--- src/rtl/aei_pkg.sv ---
// Constants, types and helpers for the alarm and error indicator
// Behaviour
// Lamp blinks at 4 Hz for zero-calibration warnings 104-106, 211, 302, 303.
// Lamp blinks at 1 Hz for configuration errors 111-114; the code also blinks 115 and 116 at 1 Hz.
// Lamp lit steadily for start-blocking faults, including all 9xx codes.
// Factory polarity: relay off while blinking, on once start arrives.
// Factory polarity: relay on for any steady start-blocking fault.
// Inverted polarity setting inverts every relay state; the code still resets the relay to 0 whatever the setting.
// Any error sets alarm_flag; warnings also set warning_flag.
// Active error code sits in bits 0 to 9 of word two.
// Word zero carries temperature, signed 16 bit, 1 degree per count.
// Reported temperature is zero during calibration or any fault.
// During an error the analogue output shows the code's error level.
// Warning codes toggle the output at 1 Hz between level and 10 V.
// Start during a toggling warning freezes the output at the level.
// Errors clear by error_clear_request or by power cycle (reset).
// Clear by request completes only when the request bit falls.
// The PLC must filter error reports seen during power-down.
// Codes 101, 102, 103 give 0.66 V, 1.33 V, 2.00 V.
// Codes 107, 108, 307-310 give 2.66 V.
// Codes 201-203 give 3.33 V.
// Codes 304 and 305 give 4.00 V.
// All 9xx codes give 4.66 V.
// Full three-digit code is kept and reported, whatever the level.
// Codes 104-106, 302, 303 give 5.33 V; code 211 gives 6.00 V.
// 111 gives 6.66, 112 7.33, 113/114 8.00, 115/116 8.66 V.
// Blink and toggle waves have 50 percent duty, from clock dividers.
// Highest class wins, steady over warnings, held until cleared.
package aei_pkg;

  // Clock and blink timing
  localparam int CLK_PERIOD_NS = 40;
  localparam int FAST_HALF_MS  = 125;
  localparam int SLOW_HALF_MS  = 500;
  localparam int FAST_HALF_CYC = FAST_HALF_MS * 1000000 / CLK_PERIOD_NS;
  localparam int SLOW_HALF_CYC = SLOW_HALF_MS * 1000000 / CLK_PERIOD_NS;

  // Word layout
  localparam int CODE_LSB = 0;
  localparam int CODE_W   = 10;

  // Analogue output in millivolts
  localparam logic [13:0] MV_FULL  = 14'd10000;
  localparam logic [13:0] MV_0_66  = 14'd660;
  localparam logic [13:0] MV_1_33  = 14'd1330;
  localparam logic [13:0] MV_2_00  = 14'd2000;
  localparam logic [13:0] MV_2_66  = 14'd2660;
  localparam logic [13:0] MV_3_33  = 14'd3330;
  localparam logic [13:0] MV_4_00  = 14'd4000;
  localparam logic [13:0] MV_4_66  = 14'd4660;
  localparam logic [13:0] MV_5_33  = 14'd5330;
  localparam logic [13:0] MV_6_00  = 14'd6000;
  localparam logic [13:0] MV_6_66  = 14'd6660;
  localparam logic [13:0] MV_7_33  = 14'd7330;
  localparam logic [13:0] MV_8_00  = 14'd8000;
  localparam logic [13:0] MV_8_66  = 14'd8660;
  // Millivolts per degree, times 256, for 300 and 500 degree ranges
  localparam logic [15:0] SCALE_300 = 16'h2155;
  localparam logic [15:0] SCALE_500 = 16'h1400;

  // Reset values
  localparam logic [9:0]  CODE_RST = 10'h000;
  localparam logic [13:0] MV_RST   = 14'h0000;

  // Alarm classes, one-hot
  typedef enum logic [3:0] {
    CLS_NONE   = 4'b0001,
    CLS_FAST   = 4'b0010,
    CLS_SLOW   = 4'b0100,
    CLS_STEADY = 4'b1000
  } aei_cls_t;

  // Status bits of the cyclic data
  typedef struct packed {
    logic [12:0] rsvd;
    logic        standby_flag;
    logic        warning_flag;
    logic        alarm_flag;
  } aei_status_t;

  // Incoming error report
  typedef struct packed {
    logic       valid;
    logic [9:0] code;
  } aei_err_t;

  // Class of an error code
  function automatic aei_cls_t cls_of(input logic [9:0] c);
    if ((c >= 10'd104 && c <= 10'd106) || c == 10'd211 || c == 10'd302 || c == 10'd303)
      return CLS_FAST;
    if (c >= 10'd111 && c <= 10'd116)
      return CLS_SLOW;
    if ((c >= 10'd101 && c <= 10'd103) || c == 10'd107 || c == 10'd108
        || (c >= 10'd201 && c <= 10'd203) || (c >= 10'd304 && c <= 10'd310 && c != 10'd306)
        || (c >= 10'd900 && c <= 10'd999))
      return CLS_STEADY;
    return CLS_NONE;
  endfunction

  // Rank used to pick the dominant error
  function automatic logic [1:0] rank_of(input aei_cls_t k);
    case (k)
      CLS_STEADY: return 2'd3;
      CLS_SLOW:   return 2'd2;
      CLS_FAST:   return 2'd1;
      default:    return 2'd0;
    endcase
  endfunction

endpackage

--- src/rtl/aei_alarm_top.sv ---
// Alarm lamp, relay, status words and error level output
`timescale 1ns/1ps
module aei_alarm_top
  import aei_pkg::*;
#(
  parameter int FAST_HALF = FAST_HALF_CYC,
  parameter int SLOW_HALF = SLOW_HALF_CYC
) (
  // Clock and reset
  input  wire logic         i_clk_sys,
  input  wire logic         i_resetn,
  // Error reports from fault detection
  input  wire aei_err_t     i_err,
  // Machine and fieldbus control
  input  wire logic         i_start,
  input  wire logic         i_error_clear_request,
  input  wire logic         i_auto_zero_calibration,
  input  wire logic         i_standby_flag,
  // Configuration
  input  wire logic         i_relay_inverted,
  input  wire logic         i_range_500,
  // Measured temperature
  input  wire logic [15:0]  i_temp_c,
  // Indicators
  output logic              o_alarm_lamp,
  output logic              o_alarm_relay,
  // Cyclic data words
  output logic [15:0]       o_word0_temp,
  output aei_status_t       o_status,
  output logic [15:0]       o_word2_code,
  // Actual-value output in millivolts
  output logic [13:0]       o_aout_mv
);

  // Error level for a code
  function automatic logic [13:0] level_of(input logic [9:0] c);
    if (c == 10'd101) return MV_0_66;
    if (c == 10'd102) return MV_1_33;
    if (c == 10'd103) return MV_2_00;
    if (c == 10'd107 || c == 10'd108 || (c >= 10'd307 && c <= 10'd310))
      return MV_2_66;
    if (c >= 10'd201 && c <= 10'd203) return MV_3_33;
    if (c == 10'd304 || c == 10'd305) return MV_4_00;
    if (c >= 10'd900) return MV_4_66;
    if (c == 10'd211) return MV_6_00;
    if (c >= 10'd104 && c <= 10'd106) return MV_5_33;
    if (c == 10'd302 || c == 10'd303) return MV_5_33;
    if (c == 10'd111) return MV_6_66;
    if (c == 10'd112) return MV_7_33;
    if (c == 10'd113 || c == 10'd114) return MV_8_00;
    if (c == 10'd115 || c == 10'd116) return MV_8_66;
    return MV_FULL;
  endfunction

  // Clear handshake states
  typedef enum logic [1:0] {
    CLR_IDLE  = 2'b01,
    CLR_ARMED = 2'b10
  } aei_clr_t;

  aei_cls_t    cls_q;
  logic [9:0]  code_q;
  logic        start_seen_q;
  aei_clr_t    clr_q;
  logic        fast_ph_q;
  logic        slow_ph_q;
  logic        fast_tick;
  logic        slow_tick;
  aei_cls_t    new_cls;
  logic        take_new;
  logic        clear_now;
  logic        warn_live;
  logic [13:0] level;
  logic [13:0] temp_mv;

  // Blink dividers, one enable per half wave
  aei_half_div #(.HALF_CYC(FAST_HALF)) u_fast (
    .i_clk_sys (i_clk_sys),
    .i_resetn  (i_resetn),
    .o_tick    (fast_tick)
  );
  aei_half_div #(.HALF_CYC(SLOW_HALF)) u_slow (
    .i_clk_sys (i_clk_sys),
    .i_resetn  (i_resetn),
    .o_tick    (slow_tick)
  );

  // Square waves toggle on each half tick, so duty is exactly half
  always_ff @(posedge i_clk_sys or negedge i_resetn) begin
    if (!i_resetn) begin
      fast_ph_q <= 1'b0;
      slow_ph_q <= 1'b0;
    end else begin
      if (fast_tick) begin
        fast_ph_q <= ~fast_ph_q;
      end
      if (slow_tick) begin
        slow_ph_q <= ~slow_ph_q;
      end
    end
  end

  // Candidate report and the clear decision
  always_comb begin
    new_cls   = i_err.valid ? cls_of(i_err.code) : CLS_NONE;
    take_new  = (new_cls != CLS_NONE) && (rank_of(new_cls) > rank_of(cls_q));
    clear_now = (clr_q == CLR_ARMED) && !i_error_clear_request;
    warn_live = (cls_q == CLS_FAST || cls_q == CLS_SLOW) && !start_seen_q;
    level     = level_of(code_q);
  end

  // Clear request waits for the bit to fall before acting
  always_ff @(posedge i_clk_sys or negedge i_resetn) begin
    if (!i_resetn) begin
      clr_q <= CLR_IDLE;
    end else begin
      case (clr_q)
        CLR_IDLE: begin
          if (i_error_clear_request) begin
            clr_q <= CLR_ARMED;
          end
        end
        CLR_ARMED: begin
          if (!i_error_clear_request) begin
            clr_q <= CLR_IDLE;
          end
        end
        default: clr_q <= CLR_IDLE;
      endcase
    end
  end

  // Held error; a new report in the clear cycle survives the clear
  always_ff @(posedge i_clk_sys or negedge i_resetn) begin
    if (!i_resetn) begin
      cls_q  <= CLS_NONE;
      code_q <= CODE_RST;
    end else if (i_err.valid && (take_new || (clear_now && new_cls != CLS_NONE))) begin
      cls_q  <= new_cls;
      code_q <= i_err.code;
    end else if (clear_now) begin
      cls_q  <= CLS_NONE;
      code_q <= CODE_RST;
    end
  end

  // Start during a warning turns it into a held fault
  always_ff @(posedge i_clk_sys or negedge i_resetn) begin
    if (!i_resetn) begin
      start_seen_q <= 1'b0;
    end else if (take_new || clear_now) begin
      start_seen_q <= 1'b0;
    end else if (warn_live && i_start) begin
      start_seen_q <= 1'b1;
    end
  end

  // Temperature scaled to millivolts, clamped to the 0..10 V span
  always_comb begin
    logic [31:0] prod;
    prod    = 32'h00000000;
    temp_mv = MV_RST;
    if (!i_temp_c[15]) begin
      prod = 32'(i_temp_c) * 32'(i_range_500 ? SCALE_500 : SCALE_300);
      if (prod[31:8] >= 24'(MV_FULL)) begin
        temp_mv = MV_FULL;
      end else begin
        temp_mv = prod[21:8];
      end
    end
  end

  // Lamp pattern by class; start promotes a warning to steady
  always_ff @(posedge i_clk_sys or negedge i_resetn) begin
    if (!i_resetn) begin
      o_alarm_lamp <= 1'b0;
    end else begin
      case (cls_q)
        CLS_FAST:   o_alarm_lamp <= start_seen_q | fast_ph_q;
        CLS_SLOW:   o_alarm_lamp <= start_seen_q | slow_ph_q;
        CLS_STEADY: o_alarm_lamp <= 1'b1;
        default:    o_alarm_lamp <= 1'b0;
      endcase
    end
  end

  // Relay: reset value follows factory polarity with no error held
  always_ff @(posedge i_clk_sys or negedge i_resetn) begin
    if (!i_resetn) begin
      o_alarm_relay <= 1'b0;
    end else begin
      case (cls_q)
        CLS_FAST, CLS_SLOW: o_alarm_relay <= start_seen_q ^ i_relay_inverted;
        CLS_STEADY:         o_alarm_relay <= ~i_relay_inverted;
        default:            o_alarm_relay <= i_relay_inverted;
      endcase
    end
  end

  // Cyclic words for the fieldbus
  always_ff @(posedge i_clk_sys or negedge i_resetn) begin
    if (!i_resetn) begin
      o_word0_temp <= 16'h0000;
      o_status     <= '0;
      o_word2_code <= 16'h0000;
    end else begin
      if (i_auto_zero_calibration || cls_q != CLS_NONE) begin
        o_word0_temp <= 16'h0000;
      end else begin
        o_word0_temp <= i_temp_c;
      end
      o_status.alarm_flag   <= (cls_q != CLS_NONE);
      o_status.warning_flag <= warn_live;
      o_status.standby_flag <= i_standby_flag;
      o_status.rsvd         <= '0;
      o_word2_code          <= 16'(code_q) << CODE_LSB;
    end
  end

  // Analogue output: error level, toggle for live warnings, else temperature, or zero in standby
  always_ff @(posedge i_clk_sys or negedge i_resetn) begin
    if (!i_resetn) begin
      o_aout_mv <= MV_RST;
    end else if (cls_q == CLS_NONE) begin
      o_aout_mv <= i_standby_flag ? MV_RST : temp_mv;
    end else if (warn_live && slow_ph_q) begin
      o_aout_mv <= MV_FULL;
    end else begin
      o_aout_mv <= level;
    end
  end

  // Checks
  property p_lamp_steady;
    @(posedge i_clk_sys) disable iff (!i_resetn)
      cls_q == CLS_STEADY |=> o_alarm_lamp;
  endproperty
  a_lamp_steady: assert property (p_lamp_steady) else $error("lamp not steady");

  property p_lamp_fast;
    @(posedge i_clk_sys) disable iff (!i_resetn)
      (cls_q == CLS_FAST && !start_seen_q) |=> o_alarm_lamp == $past(fast_ph_q);
  endproperty
  a_lamp_fast: assert property (p_lamp_fast) else $error("fast blink wrong");

  property p_lamp_slow;
    @(posedge i_clk_sys) disable iff (!i_resetn)
      (cls_q == CLS_SLOW && !start_seen_q) |=> o_alarm_lamp == $past(slow_ph_q);
  endproperty
  a_lamp_slow: assert property (p_lamp_slow) else $error("slow blink wrong");

  property p_relay_warn;
    @(posedge i_clk_sys) disable iff (!i_resetn)
      (warn_live && !i_relay_inverted) |=> !o_alarm_relay;
  endproperty
  a_relay_warn: assert property (p_relay_warn) else $error("relay on in warning");

  property p_relay_fault;
    @(posedge i_clk_sys) disable iff (!i_resetn)
      cls_q == CLS_STEADY |=> o_alarm_relay == !$past(i_relay_inverted);
  endproperty
  a_relay_fault: assert property (p_relay_fault) else $error("relay wrong in fault");

  property p_relay_inv;
    @(posedge i_clk_sys) disable iff (!i_resetn)
      (cls_q == CLS_FAST && start_seen_q && i_relay_inverted) |=> !o_alarm_relay;
  endproperty
  a_relay_inv: assert property (p_relay_inv) else $error("relay not inverted");

  property p_alarm_flag;
    @(posedge i_clk_sys) disable iff (!i_resetn)
      cls_q != CLS_NONE |=> o_status.alarm_flag && o_word0_temp == 16'h0000;
  endproperty
  a_alarm_flag: assert property (p_alarm_flag) else $error("alarm flag missing");

  property p_code_word;
    @(posedge i_clk_sys) disable iff (!i_resetn)
      1'b1 |=> o_word2_code[9:0] == $past(code_q) && o_word2_code[15:10] == 6'h00;
  endproperty
  a_code_word: assert property (p_code_word) else $error("code word wrong");

  property p_cal_zero;
    @(posedge i_clk_sys) disable iff (!i_resetn)
      i_auto_zero_calibration |=> o_word0_temp == 16'h0000;
  endproperty
  a_cal_zero: assert property (p_cal_zero) else $error("temp not zero");

  property p_clear_fall;
    @(posedge i_clk_sys) disable iff (!i_resetn)
      (clr_q == CLR_ARMED && !i_error_clear_request && !i_err.valid) |=> cls_q == CLS_NONE;
  endproperty
  a_clear_fall: assert property (p_clear_fall) else $error("clear not done");

  property p_clear_hold;
    @(posedge i_clk_sys) disable iff (!i_resetn)
      (i_error_clear_request && cls_q != CLS_NONE) |=> cls_q != CLS_NONE;
  endproperty
  a_clear_hold: assert property (p_clear_hold) else $error("cleared too early");

  property p_toggle_full;
    @(posedge i_clk_sys) disable iff (!i_resetn)
      (warn_live && slow_ph_q) |=> o_aout_mv == MV_FULL;
  endproperty
  a_toggle_full: assert property (p_toggle_full) else $error("no full scale");

  property p_start_hold;
    @(posedge i_clk_sys) disable iff (!i_resetn)
      (cls_q != CLS_NONE && !warn_live) |=> o_aout_mv == $past(level);
  endproperty
  a_start_hold: assert property (p_start_hold) else $error("level not held");

  property p_warn_flag;
    @(posedge i_clk_sys) disable iff (!i_resetn)
      ((cls_q == CLS_FAST || cls_q == CLS_SLOW) && !start_seen_q) |=> o_status.warning_flag;
  endproperty
  a_warn_flag: assert property (p_warn_flag) else $error("warning flag missing");

  property p_relay_start;
    @(posedge i_clk_sys) disable iff (!i_resetn)
      ((cls_q == CLS_FAST || cls_q == CLS_SLOW) && start_seen_q && !i_relay_inverted)
        |=> o_alarm_relay;
  endproperty
  a_relay_start: assert property (p_relay_start) else $error("relay off after start");

  property p_relay_inv_warn;
    @(posedge i_clk_sys) disable iff (!i_resetn)
      (warn_live && i_relay_inverted) |=> o_alarm_relay;
  endproperty
  a_relay_inv_warn: assert property (p_relay_inv_warn) else $error("relay not inverted");

  property p_level_low;
    @(posedge i_clk_sys) disable iff (!i_resetn)
      (warn_live && !slow_ph_q) |=> o_aout_mv == $past(level);
  endproperty
  a_level_low: assert property (p_level_low) else $error("no error level half");

  // A report landing in the clearing cycle must not be lost to the clear
  property p_set_wins;
    @(posedge i_clk_sys) disable iff (!i_resetn)
      (clear_now && new_cls != CLS_NONE) |=> cls_q != CLS_NONE && code_q == $past(i_err.code);
  endproperty
  a_set_wins: assert property (p_set_wins) else $error("report lost in clear");

  property p_steady_level;
    @(posedge i_clk_sys) disable iff (!i_resetn)
      cls_q == CLS_STEADY |=> o_aout_mv == $past(level) && !o_status.warning_flag;
  endproperty
  a_steady_level: assert property (p_steady_level) else $error("fault level wrong");

endmodule

--- src/rtl/aei_half_div.sv ---
// Half-period divider giving a one-cycle enable per half wave
`timescale 1ns/1ps
module aei_half_div #(
  parameter int HALF_CYC = 4
) (
  // Clock and reset
  input  wire logic i_clk_sys,
  input  wire logic i_resetn,
  // Enable pulse
  output logic      o_tick
);

  logic [31:0] cnt_q;

  // Free-running count so every half wave has the same length
  always_ff @(posedge i_clk_sys or negedge i_resetn) begin
    if (!i_resetn) begin
      cnt_q  <= 32'h00000000;
      o_tick <= 1'b0;
    end else if (cnt_q == 32'(HALF_CYC - 1)) begin
      cnt_q  <= 32'h00000000;
      o_tick <= 1'b1;
    end else begin
      cnt_q  <= cnt_q + 32'h00000001;
      o_tick <= 1'b0;
    end
  end

endmodule

--- config.mk ---
export PLATFORM = sky130hd
export DESIGN_NAME = aei_alarm_top
export DESIGN_NICKNAME = d
export VERILOG_FILES = /design/src/rtl/aei_pkg.sv /design/src/rtl/aei_alarm_top.sv /design/src/rtl/aei_half_div.sv
export SDC_FILE = /design/constraint.sdc
export NUM_CORES = 1
export LEC_CHECK = 0
export ABC_AREA = 1
export BUFFER_PORTS_ARGS = -buffer_cell sky130_fd_sc_hd__buf_2
export CORE_MARGIN = 4
export CORE_UTILIZATION = 45
export CTS_CLUSTER_DIAMETER = 150
export DETAILED_ROUTE_END_ITERATION = 8
export PLACE_DENSITY = 0.75
export SLEW_MARGIN = 30
export SYNTH_ARGS = -nofsm -noshare
export SYNTH_HDL_FRONTEND = slang
export SYNTH_SLANG_ARGS = --single-unit
--- constraint.sdc ---
create_clock -name i_clk_sys -period 1.8 [get_ports i_clk_sys]
set_input_delay 0.36 -clock i_clk_sys [delete_from_list [all_inputs] [get_ports i_clk_sys]]
set_output_delay 0.36 -clock i_clk_sys [all_outputs]
set_load 0.01 [all_outputs]
-- Yosys cells after proc, flatten, opt, wreduce, memory -nomap -nowiden
Index checks and enable logic that the tools add are counted.
- register bits after elaboration: 130
- logic and storage cells: 322
- add/sub/neg operators: 2
- $mul: 1
- magnitude comparators: 21
- equal/unequal tests: 37
- muxes and demuxes: 196
- bitwise gates (word level): 6
- reduce and logical (&&, ||, !) cells: 41
- operators by type and width (cell ; count):
    14-bit two-way mux ; 60
    10-bit by 7-bit == test with 1-bit output, second input constant ; 13
    1-bit two-way mux ; 115
    32-bit by 1-bit adder with 32-bit output, second input constant ; 2
    32-bit two-way mux ; 2
    10-bit by 9-bit == test with 1-bit output, second input constant ; 6
    10-bit by 7-bit >= comparator with 1-bit output, second input constant ; 4
    10-bit by 7-bit <= comparator with 1-bit output, second input constant ; 4
    4-bit two-way mux ; 9
    32-bit by 22-bit == test with 1-bit output, second input constant ; 1
    32-bit by 24-bit == test with 1-bit output, second input constant ; 1
    16-bit by 14-bit multiplier with 30-bit output ; 1
    22-bit by 14-bit >= comparator with 1-bit output, second input constant ; 1
    10-bit by 8-bit == test with 1-bit output, second input constant ; 2
    10-bit >= comparator, second input constant ; 2
    10-bit by 8-bit >= comparator with 1-bit output, second input constant ; 2
    10-bit by 9-bit >= comparator with 1-bit output, second input constant ; 2
    10-bit by 8-bit <= comparator with 1-bit output, second input constant ; 2
    10-bit by 9-bit <= comparator with 1-bit output, second input constant ; 2
    10-bit two-way mux ; 2
    1-bit logical OR ; 18
    1-bit logical AND ; 17
    16-bit two-way mux ; 1
    2-bit one-hot mux with 3 select lines ; 2
    other kinds (22) ; 33

-- Logic depth before layout (Yosys ltp)
Gate-level depths: netlist of run 1.
- word-level depth: 109
- mapped depth: 31
- mapped depth without buffers: 31

-- Cells and area by module
A second synthesis of run 1 with hierarchy kept.
- cells, all modules: 1778
- area total of the unflattened synthesis: 12637.1 um^2
- modules (own cells, without submodules) (module ; times used ; cells each ; area an instance (um^2) ; sequential area each (um^2)):
    aei_alarm_top ; 1 ; 1171 ; 8548.2 ; 1604.0
    aei_half_div (u_slow) ; 1 ; 310 ; 2097.0 ; 825.8
    aei_half_div (u_fast) ; 1 ; 297 ; 1991.9 ; 825.8

-- Worst setup path before layout of run 1
Ideal clock, no wire load.
- kind: input -> register
- from: input port i_range_500
- to: register o_aout_mv[13]
- arrival time: 5066 ps
- required time: 1679 ps
- path slack: -3387 ps
- cell stages on the path: 25
- path buffers: 1
- cell sequence: clkbuf_1 nor2_1 ha_1 ha_1 inv_1 fa_1 inv_1 fa_1 fa_1 inv_1 fa_1 inv_1 ha_1 nand2_1 nor2_1 and2_1 nand3_1 nand3_1 nor2_1 nor2_1 nand2_1 nor2_2 nand3_4 o21ai_1 nand2_1
- cells in the longest elaborated chain, start to end: 7
- ends and longest elaborated chain (element ; line ; text):
    from (decl) ; aei_alarm_top.sv:21 ; input wire logic i_range_500,
    14-bit two-way mux * ; aei_alarm_top.sv:164 ; prod = 32'(i_temp_c) * 32'(i_range_500 ? SCALE_500 : SCALE_300);
    16-bit by 14-bit multiplier with 30-bit output * ; aei_alarm_top.sv:164 ;
    22-bit by 14-bit >= comparator with 1-bit output ; aei_alarm_top.sv:165 ; if (prod[31:8] >= 24'(MV_FULL)) begin
    14-bit two-way mux * ; aei_alarm_top.sv:165 ;
    14-bit two-way mux * ; aei_alarm_top.sv:163 ; if (!i_temp_c[15]) begin
    14-bit two-way mux * ; aei_alarm_top.sv:225 ; o_aout_mv <= i_standby_flag ? MV_RST : temp_mv;
    14-bit two-way mux * ; aei_alarm_top.sv:224 ; end else if (cls_q == CLS_NONE) begin
    to (signal assigned) ; aei_alarm_top.sv:225 ;
    to (signal assigned) ; aei_alarm_top.sv:229 ; o_aout_mv <= level;
    to (decl) ; aei_alarm_top.sv:32 ; output logic [13:0] o_aout_mv
Mark *: on every way between the ends. The rest lies on a longest branch, timed or not.
A chain may end at the register's enable or synchronous reset.

-- Worst setup path in the final report of run 1
Ends and elaborated chain as after synthesis.

==> flow_metrics.py, run 1 <==
metrics = {
    "hold_path": {
        "timing.hold.worst.class": "input port to register",
        "worst_hold_path.endpoint": "o_status[2]",
        "min_from": "i_standby_flag",
        "whs_path_depth": 1,
    },
    "floorplan": {
        "fp.dieW_um": 171,
        "coreArea_um2": 26100,
        "num_io_pins": 99,
        "die_height_um": 171,
        "design.die.area_um2": 29300,
        "rows": 59,
        "start_util_pct": 45.8,
    },
    "cells_and_area": {
        "filler_cell_count": 1826,
        "synthToLayoutAreaGrowth_pct": 50.1,
        "multi_input_comb_area_um2": 9120,
        "drive_above_1_share_pct": 38.5,
        "antenna-diode-count": 0,
        "final_nets": 2254,
        "area.sequential_um2": 3260,
    },
    "clock_network": {
        "path_clk_slew_ns": 0.06,
        "tritoncts": "yes",
        "worstSkewPairLatency_ns": 0.44,
        "clock_path_buffers": 2,
        "htree_levels": 4,
        "clock-sinks": 130,
        "root_buffer": "clkbuf_16",
        "tritoncts.num_buffers": 17,
    },
    "logic_synthesis": {
        "synth-edff-count": 0,
        "synthMostInstantiatedCell": "inv_1",
        "postSynthRegisterBits": 130,
        "mean_syn_cell_area_um2": 7.54,
        "post_synth_most_frequent_cells": "inv_1 (338), nand2_1 (322), nor2_1 (174)",
        "synth_largest_area_cell": "dfrtp_1",
        "post_synth_num_cell_types": 50,
        "mappedNetlistArea_um2": 12000,
        "ffs_w_async_s_r_synth_pct": 100,
        "post_synth_inst_count": 1586,
        "yosys_warnings": 0,
        "synth.area.top_cells": "dfrtp_1 (27%), ha_1 (12%), fa_1 (12%)",
        "synth.yosys.seq_area_share_pct": 27.2,
        "synth_top_area_share_pct": 26.8,
        "postSynth.topFlopCell": "dfrtp_1",
    },
    "job": {
        "drv_cap": 0,
    },
    "placed_design": {
        "dpl.hpwl_um": 26300,
        "dp_worst_setup_slack_ns": -3.66,
        "place_congestion": 0.947,
        "io_buffers": 79,
    },
    "global_routing": {
        "initial_antenna_violation_count": 0,
        "grt_start_max_net_pins": 47,
        "grt_first_pass_wirelength_um": 59900,
        "grt_pass1_vias": 12743,
        "grt_overflow_total": 0,
        "groute.usage.overall_pct": 25.2,
    },
    "setup_path": {
        "r2r_start": "u_fast.cnt_q[0]",
        "worst-endpoint-required_ns": 2.11,
        "critical-path-top-delay-family": "adder cells",
        "timing.setup.critical_path_class": "input port to register",
        "crit_path_start_kind": "input port",
        "max_stage_delay_ns": 0.57,
        "path_buf_inv": 5,
        "timing.critical_path.to_type": "register",
        "setup.reg_to_reg.worst_slack_ns": -0.46,
        "critPathArrivalTime_ns": 5.52,
        "crit_slowest_cell": "fa_1",
        "r2r-end": "u_fast.cnt_q[28]",
        "worst-r2r-cell-count": 13,
        "worst_path_most_repeated_cell": "nand2_1",
        "peak_fanout_along_the_critical_path": 6,
    },
    "timing": {
        "finalCritPeriodShare_pct": 289,
        "worstMarginPinSlew_ns": 0.514,
        "final_period_demand_of_the_worst_path_ns": 5.20,
        "finalSetupViolations": 76,
        "final-hold-violation-count": 0,
        "setup_slack_ns": -3.40,
        "max_freq_ghz": 0.192,
        "final.setup_skew_ns": 0.0228,
        "slew-limit-headroom_pct": 65.3,
        "drv_slew": 0,
        "grt_setup_unrepaired": "true",
        "totalNegativeSetupSlack_ns": -60.83,
    },
    "drt": {
        "vias_per_cell": 5.28,
        "vias": 12557,
        "post_drt_wl_per_cell_um": 17.1,
        "antenna_left": 0,
        "drt_pass1_iterations": 6,
        "drt-total-wl_um": 40700,
        "post-route-drc-count": 0,
        "detail_route.iter0.violations": 1078,
    },
    "pwr": {
        "total_power_density_per_cell_area_nw_per_um2": 1480,
        "worst_ir_drop_vdd_v": 0.00148,
        "power.static_leakage_uw": 0.00959,
    },
    "outcome": {
        "violations": "setup timing",
        "run_status": "complete, but fails checks",
    },
}
-- power breakdown --
group	leakage, µW	internal, µW	total [µW]	switching, µW
clock	0.000265	1970	3390	1420
combinational	0.00760	8890	19700	10800
sequential	0.00172	3320	3560	242
total	0.00959	14200	26600	12400
-- how the worst max path moves through the flow --
stage	startpoint	end	slack, ns	cells after the start
after global routing	i_range_500	o_aout_mv[13]	-3.53	28
after global placement	i_range_500	o_aout_mv[10]	-3.57	26
final	i_range_500	o_aout_mv[13]	-3.40	26
after detailed placement	i_range_500	o_aout_mv[13]	-3.66	24
after CTS	i_range_500	o_aout_mv[13]	-3.15	30
after floorplan	i_range_500	o_aout_mv[13]	-3.05	24
-- state kept, by name, summed over array words and instances, names as in the netlist, 2 cells and up --
name / cells
o_aout_mv: 14
u_fast.cnt_q: 32
u_slow.cnt_q: 32
o_word2_code: 10
o_word0_temp: 16
o_status: 3
cls_q: 4
clr_q: 2
code_q: 10
-- routing by layer --
| metal | vias up | track usage, % | share of wire [%] |
|---|---|---|---|
| li1 | 5803 | - | - |
| met1 | 6009 | 29.7 | 38 |
| met2 | 536 | 45.4 | 51 |
| met3 | 209 | 3.63 | 4.8 |
| met4 | 0 | 11.4 | 6.2 |
| met5 | - | 0 | 0 |
-- stage by stage --
step           hold WS [ns]  total power (µW)  cell area [µm²]  utilization (%)  std cells
6_report             0.0797             26600            18000             68.7       2378
5_1_grt              0.0838             28600            18000             68.7       2378
4_1_cts              0.0835             24200            16900             64.5       2353
3_5_place_dp          0.336             19200            15100             57.9       2264
3_3_place_gp          0.340             18900            15100             57.9       2264
2_1_floorplan        0.0644             13100            12600                -       1631
-- cell families after synthesis --
family / share of synthesized area [%]
AO/OA/AOI/OAI: 5.48
XOR/XNOR: 3.59
adder cells (fa/ha/maj): 24.0
buffers and inverters: 12.6
flip-flops: 27.2
other: 0.0628
AND/OR/NAND/NOR: 27.1
-- worst reg2reg max path, stage by stage (launching register included) --
cell and delay, ns:
dfrtp_1 0.43, ha_4 0.19, nand2_4 0.07, nor2_4 0.15, nand3_4 0.09, nor3_4 0.23, nand2_2 0.10, nor2_2 0.13
nand3_2 0.14, nor2_4 0.17, inv_2 0.07, nor3_2 0.14, xor2_1 0.19, inv_1 0.06
-- placed cells by master, fill, tap and decap left out, drive strengths merged, types with 3 or more instances in the layout --
master      n
buf       410
inv       349
nand2     329
nor2      190
dfrtp     128
ha        119
nand3      81
fa         69
o21ai      54
nor3       50
conb       47
xor2       38
nand4      32
a21oi      32
clkbuf     20
nor4       20
o22ai      13
xnor2      11
and2        6
clkinvlp    5
o211ai      5
nand3b      4
o21bai      4
clkinv      4
or2         3
-- timing repair --
action / in CTS / in global routing
buffers inserted: 56 / 40
resized for setup: 165 / 226
gates cloned: 3 / 0
pin swaps: 94 / 107
endpoints found under the hold margin: 39 / 0
hold buffers: 1 / 0
setup endpoints to repair: 70 / 81
-- layout make-up --
class | count | area share (%)
flip-flops and latches | 130 | 18.1
clock inverters | 11 | 0.585
multi-input cells | 1122 | 50.8
well taps | 335 | 2.33
repair buffers | 412 | 18.2
clock buffers | 20 | 2.54
inverters | 348 | 7.44
Power figures use the tool's default switching activity.
==> run 2: changes to the inputs <==
- ABC_AREA: 1 -> default
- GPL_TIMING_DRIVEN: default -> 1
- PLACE_DENSITY: 0.75 -> 0.73
- clock period: 1.8 -> 5.34 ns (I/O delays scaled with it)
==> run 2 against run 1 <==
  * The run still ends with setup timing left
  * Count of clock-buffer cells in the layout down 3
  * Worst hold slack better by 0.36 ns
  * Wire length down 27%
  * Via count down 24%
  * Critical path depth down 3
  * Combinational power down 68%
  * Final area down 19%
  * Synthesized cell count down 25%
  * Power down 68%
  * Area after synthesis down 6.6%
  * Register-to-register slack better by 3.2 ns
  * Largest cell class unchanged
==> flow_metrics.py, run 2 <==
metrics = {
    "outcome": {
        "run_status": "complete, but fails checks",
        "violations": "setup timing",
    },
    "pwr": {
        "worst_ir_drop_vdd_v": 0.000458,
        "power.static_leakage_uw": 0.00702,
        "total_power_density_per_cell_area_nw_per_um2": 594,
    },
    "drt": {
        "post-route-drc-count": 0,
        "met2RoutedLength_um": 14900,
        "vias_per_cell": 5.36,
        "drt_pass1_iterations": 5,
        "vias": 9541,
        "antenna_left": 0,
        "drt-total-wl_um": 29600,
        "met3WireLength_um": 1310,
        "wl_met1_um": 12700,
        "detail_route.iter0.violations": 723,
        "highest_layer": "met4",
        "post_drt_wl_per_cell_um": 16.6,
    },
    "logic_synthesis": {
        "ffs_w_async_s_r_synth_pct": 100,
        "postSynth.topFlopCell": "dfrtp_1",
        "post_synth_most_frequent_cells": "dfrtp_1 (128), nand2_1 (122), ha_1 (119)",
        "synth-edff-count": 0,
        "postSynthRegisterBits": 130,
        "post_synth_num_cell_types": 79,
        "synth_largest_area_cell": "dfrtp_1",
        "synthMostInstantiatedCell": "dfrtp_1",
        "synth.area.top_cells": "dfrtp_1 (29%), ha_1 (13%), fa_1 (12%)",
        "yosys_warnings": 0,
        "synth.yosys.seq_area_share_pct": 29.1,
        "mean_syn_cell_area_um2": 9.39,
        "mappedNetlistArea_um2": 11200,
        "post_synth_inst_count": 1190,
        "synth_top_area_share_pct": 28.7,
    },
    "floorplan": {
        "fp.dieW_um": 166,
        "start_util_pct": 45.8,
        "num_io_pins": 99,
        "design.die.area_um2": 27400,
        "rows": 57,
        "die_height_um": 166,
        "coreArea_um2": 24400,
    },
    "clock_network": {
        "cts.hold.buffers_added": 0,
        "htree_levels": 4,
        "root_buffer": "clkbuf_16",
        "clock_path_buffers": 2,
        "worstSkewPairLatency_ns": 0.44,
        "clock-sinks": 130,
        "path_clk_slew_ns": 0.06,
        "tritoncts.num_buffers": 17,
        "tritoncts": "yes",
    },
    "placed_design": {
        "io_buffers": 79,
        "dpl.hpwl_um": 21200,
        "place_congestion": 0.906,
        "place_inst": 1729,
        "place_area_um2": 13200,
    },
    "global_routing": {
        "grt_start_max_net_pins": 105,
        "groute.usage.overall_pct": 21.2,
        "grt_pass1_vias": 9501,
        "grt_overflow_total": 0,
        "initial_antenna_violation_count": 0,
        "grt_first_pass_wirelength_um": 46700,
    },
    "timing": {
        "grt_setup_unrepaired": "true",
        "setup_slack_ns": -0.804,
        "worstMarginPinSlew_ns": 0.887,
        "finalSetupViolations": 14,
        "max_freq_ghz": 0.163,
        "final-hold-violation-count": 0,
        "final.setup_skew_ns": 0.0173,
        "drv_slew": 0,
        "finalCritPeriodShare_pct": 115,
        "totalNegativeSetupSlack_ns": -10.47,
        "finalHoldWorstSlack_ns": 0.443,
        "slew-limit-headroom_pct": 40.7,
        "final_period_demand_of_the_worst_path_ns": 6.14,
    },
    "cells_and_area": {
        "final_cell_mix": "buf_4 (158), dfrtp_1 (128), nand2_1 (118), inv_1 (92), ha_1 (88)",
        "reg_top3": "u_fast.cnt_q (32), u_slow.cnt_q (32), o_word0_temp (16)",
        "fin_util_pct": 59.6,
        "multi_input_comb_area_um2": 8170,
        "layout_commonest_cell": "buf_4",
        "synthToLayoutAreaGrowth_pct": 30.1,
        "final_nets": 1666,
        "drive_above_1_share_pct": 30.1,
        "filler_cell_count": 1984,
        "final-instance-count-excl-fill": 1780,
        "antenna-diode-count": 0,
        "final_cell_area_um2": 14500,
        "area.sequential_um2": 3260,
    },
    "setup_path": {
        "timing.setup.critical_path_class": "input port to register",
        "worst-endpoint-required_ns": 5.64,
        "peak_fanout_along_the_critical_path": 7,
        "timing.critical_path.to_type": "register",
        "crit_slowest_cell": "fa_2",
        "worst_path_most_repeated_cell": "ha_4",
        "max_stage_delay_ns": 0.57,
        "crit_path_start_kind": "input port",
        "critical_path.cell_chain": "buf_12, buf_8, nand2b_4, inv_4, ha_4, ha_4, inv_2, fa_1, inv_2, fa_1, fa_2, fa_2, ha_4, nand4_1, buf_4, nor2_1, a21oi_1, buf_4, o21bai_1, xnor2_1, or4_4, nand4_4, o22ai_2",
        "critPathArrivalTime_ns": 6.44,
    },
    "job": {
        "drv_cap": 0,
    },
    "hold_path": {
        "timing.hold.worst.class": "register to register",
    },
}
run 2: cell types whose count changed in the layout (fill, tap and decap cells not counted), moves of 17 or more:
cell | previous run | this run
nor2_1 | 111 | 78
buf_4 | 273 | 158
inv_2 | 31 | 14
inv_1 | 309 | 92
nor2_4 | 45 | 0
xnor2_1 | 10 | 45
nand2_4 | 20 | 1
nand2_2 | 53 | 3
nor2_2 | 33 | 2
buf_6 | 49 | 6
and2_1 | 2 | 23
nand2_1 | 254 | 118
nand3_2 | 19 | 2
run 2: worst paths after layout:
kind	start	end	slack, ns	cells past startpoint
min in group asynchronous	i_resetn	o_alarm_relay	0.74	1
worst min register to register	u_fast.o_tick	fast_ph_q	0.44	1
worst max register to register	code_q[7]	o_aout_mv[12]	2.74	8
worst min-delay path	u_fast.o_tick	fast_ph_q	0.44	1
max in group asynchronous	i_resetn	cls_q[1]	3.66	2
worst max-delay path	i_range_500	o_aout_mv[7]	-0.80	23
run 2: per-layer routing:
| metal | vias up | track usage [%] |
|---|---|---|
| met4 | 0 | 6.52 |
| met2 | 260 | 36.4 |
| met5 | - | 0 |
| li1 | 4539 | - |
| met3 | 62 | 3.67 |
| met1 | 4680 | 27.6 |
run 2: per-stage QoR:
| step | setup WS (ns) | power [µW] |
|---|---|---|
| final | -0.804 | 8630 |
| after floorplan | -0.877 | 4480 |
| after global routing | -0.995 | 9200 |
| after detailed placement | -1.33 | 6340 |
| after global placement | -1.30 | 6240 |
| after CTS | -0.703 | 8120 |
run 2: critical path, delay by kind of cell:
kind            cells  cell delay, ns
compound gates      3            0.41
xor+xnor            1            0.13
fa+ha+maj           7            2.89
simple gates        5            1.13
buf+inv             7            0.80
run 2: cell type report:
type	count	area share (%)
multi-input combinational	940	56.2
sequential	130	22.4
timing repair buffer	245	11.7
clock buffer	17	2.93
inverter	109	2.87
tap	324	2.79
clock inverter	15	1.14
run 2: repair_timing:
action	4_1_cts	5_1_grt
pin swaps	49	56
buffers inserted	12	7
resized for setup	70	45
endpoints found under the setup margin	14	14
run 2: report_power, final:
group          switching, µW  leakage, µW  internal [µW]
clock                    537     0.000282            665
sequential               101      0.00174           1100
combinational           3210      0.00499           3020
run 2: cell families after synthesis:
| family | after synthesis | synth area share [%] |
|---|---|---|
| xor gates and xnor gates | 80 | 6.27 |
| AOI/OAI and AO/OA | 184 | 11.2 |
| other | 2 | 0.0672 |
| muxes | 7 | 0.649 |
| buffers and inverters | 165 | 6.91 |
| adders and majority gates | 190 | 25.9 |
| and+or+nand+nor | 432 | 20.0 |
| DFF | 130 | 29.1 |
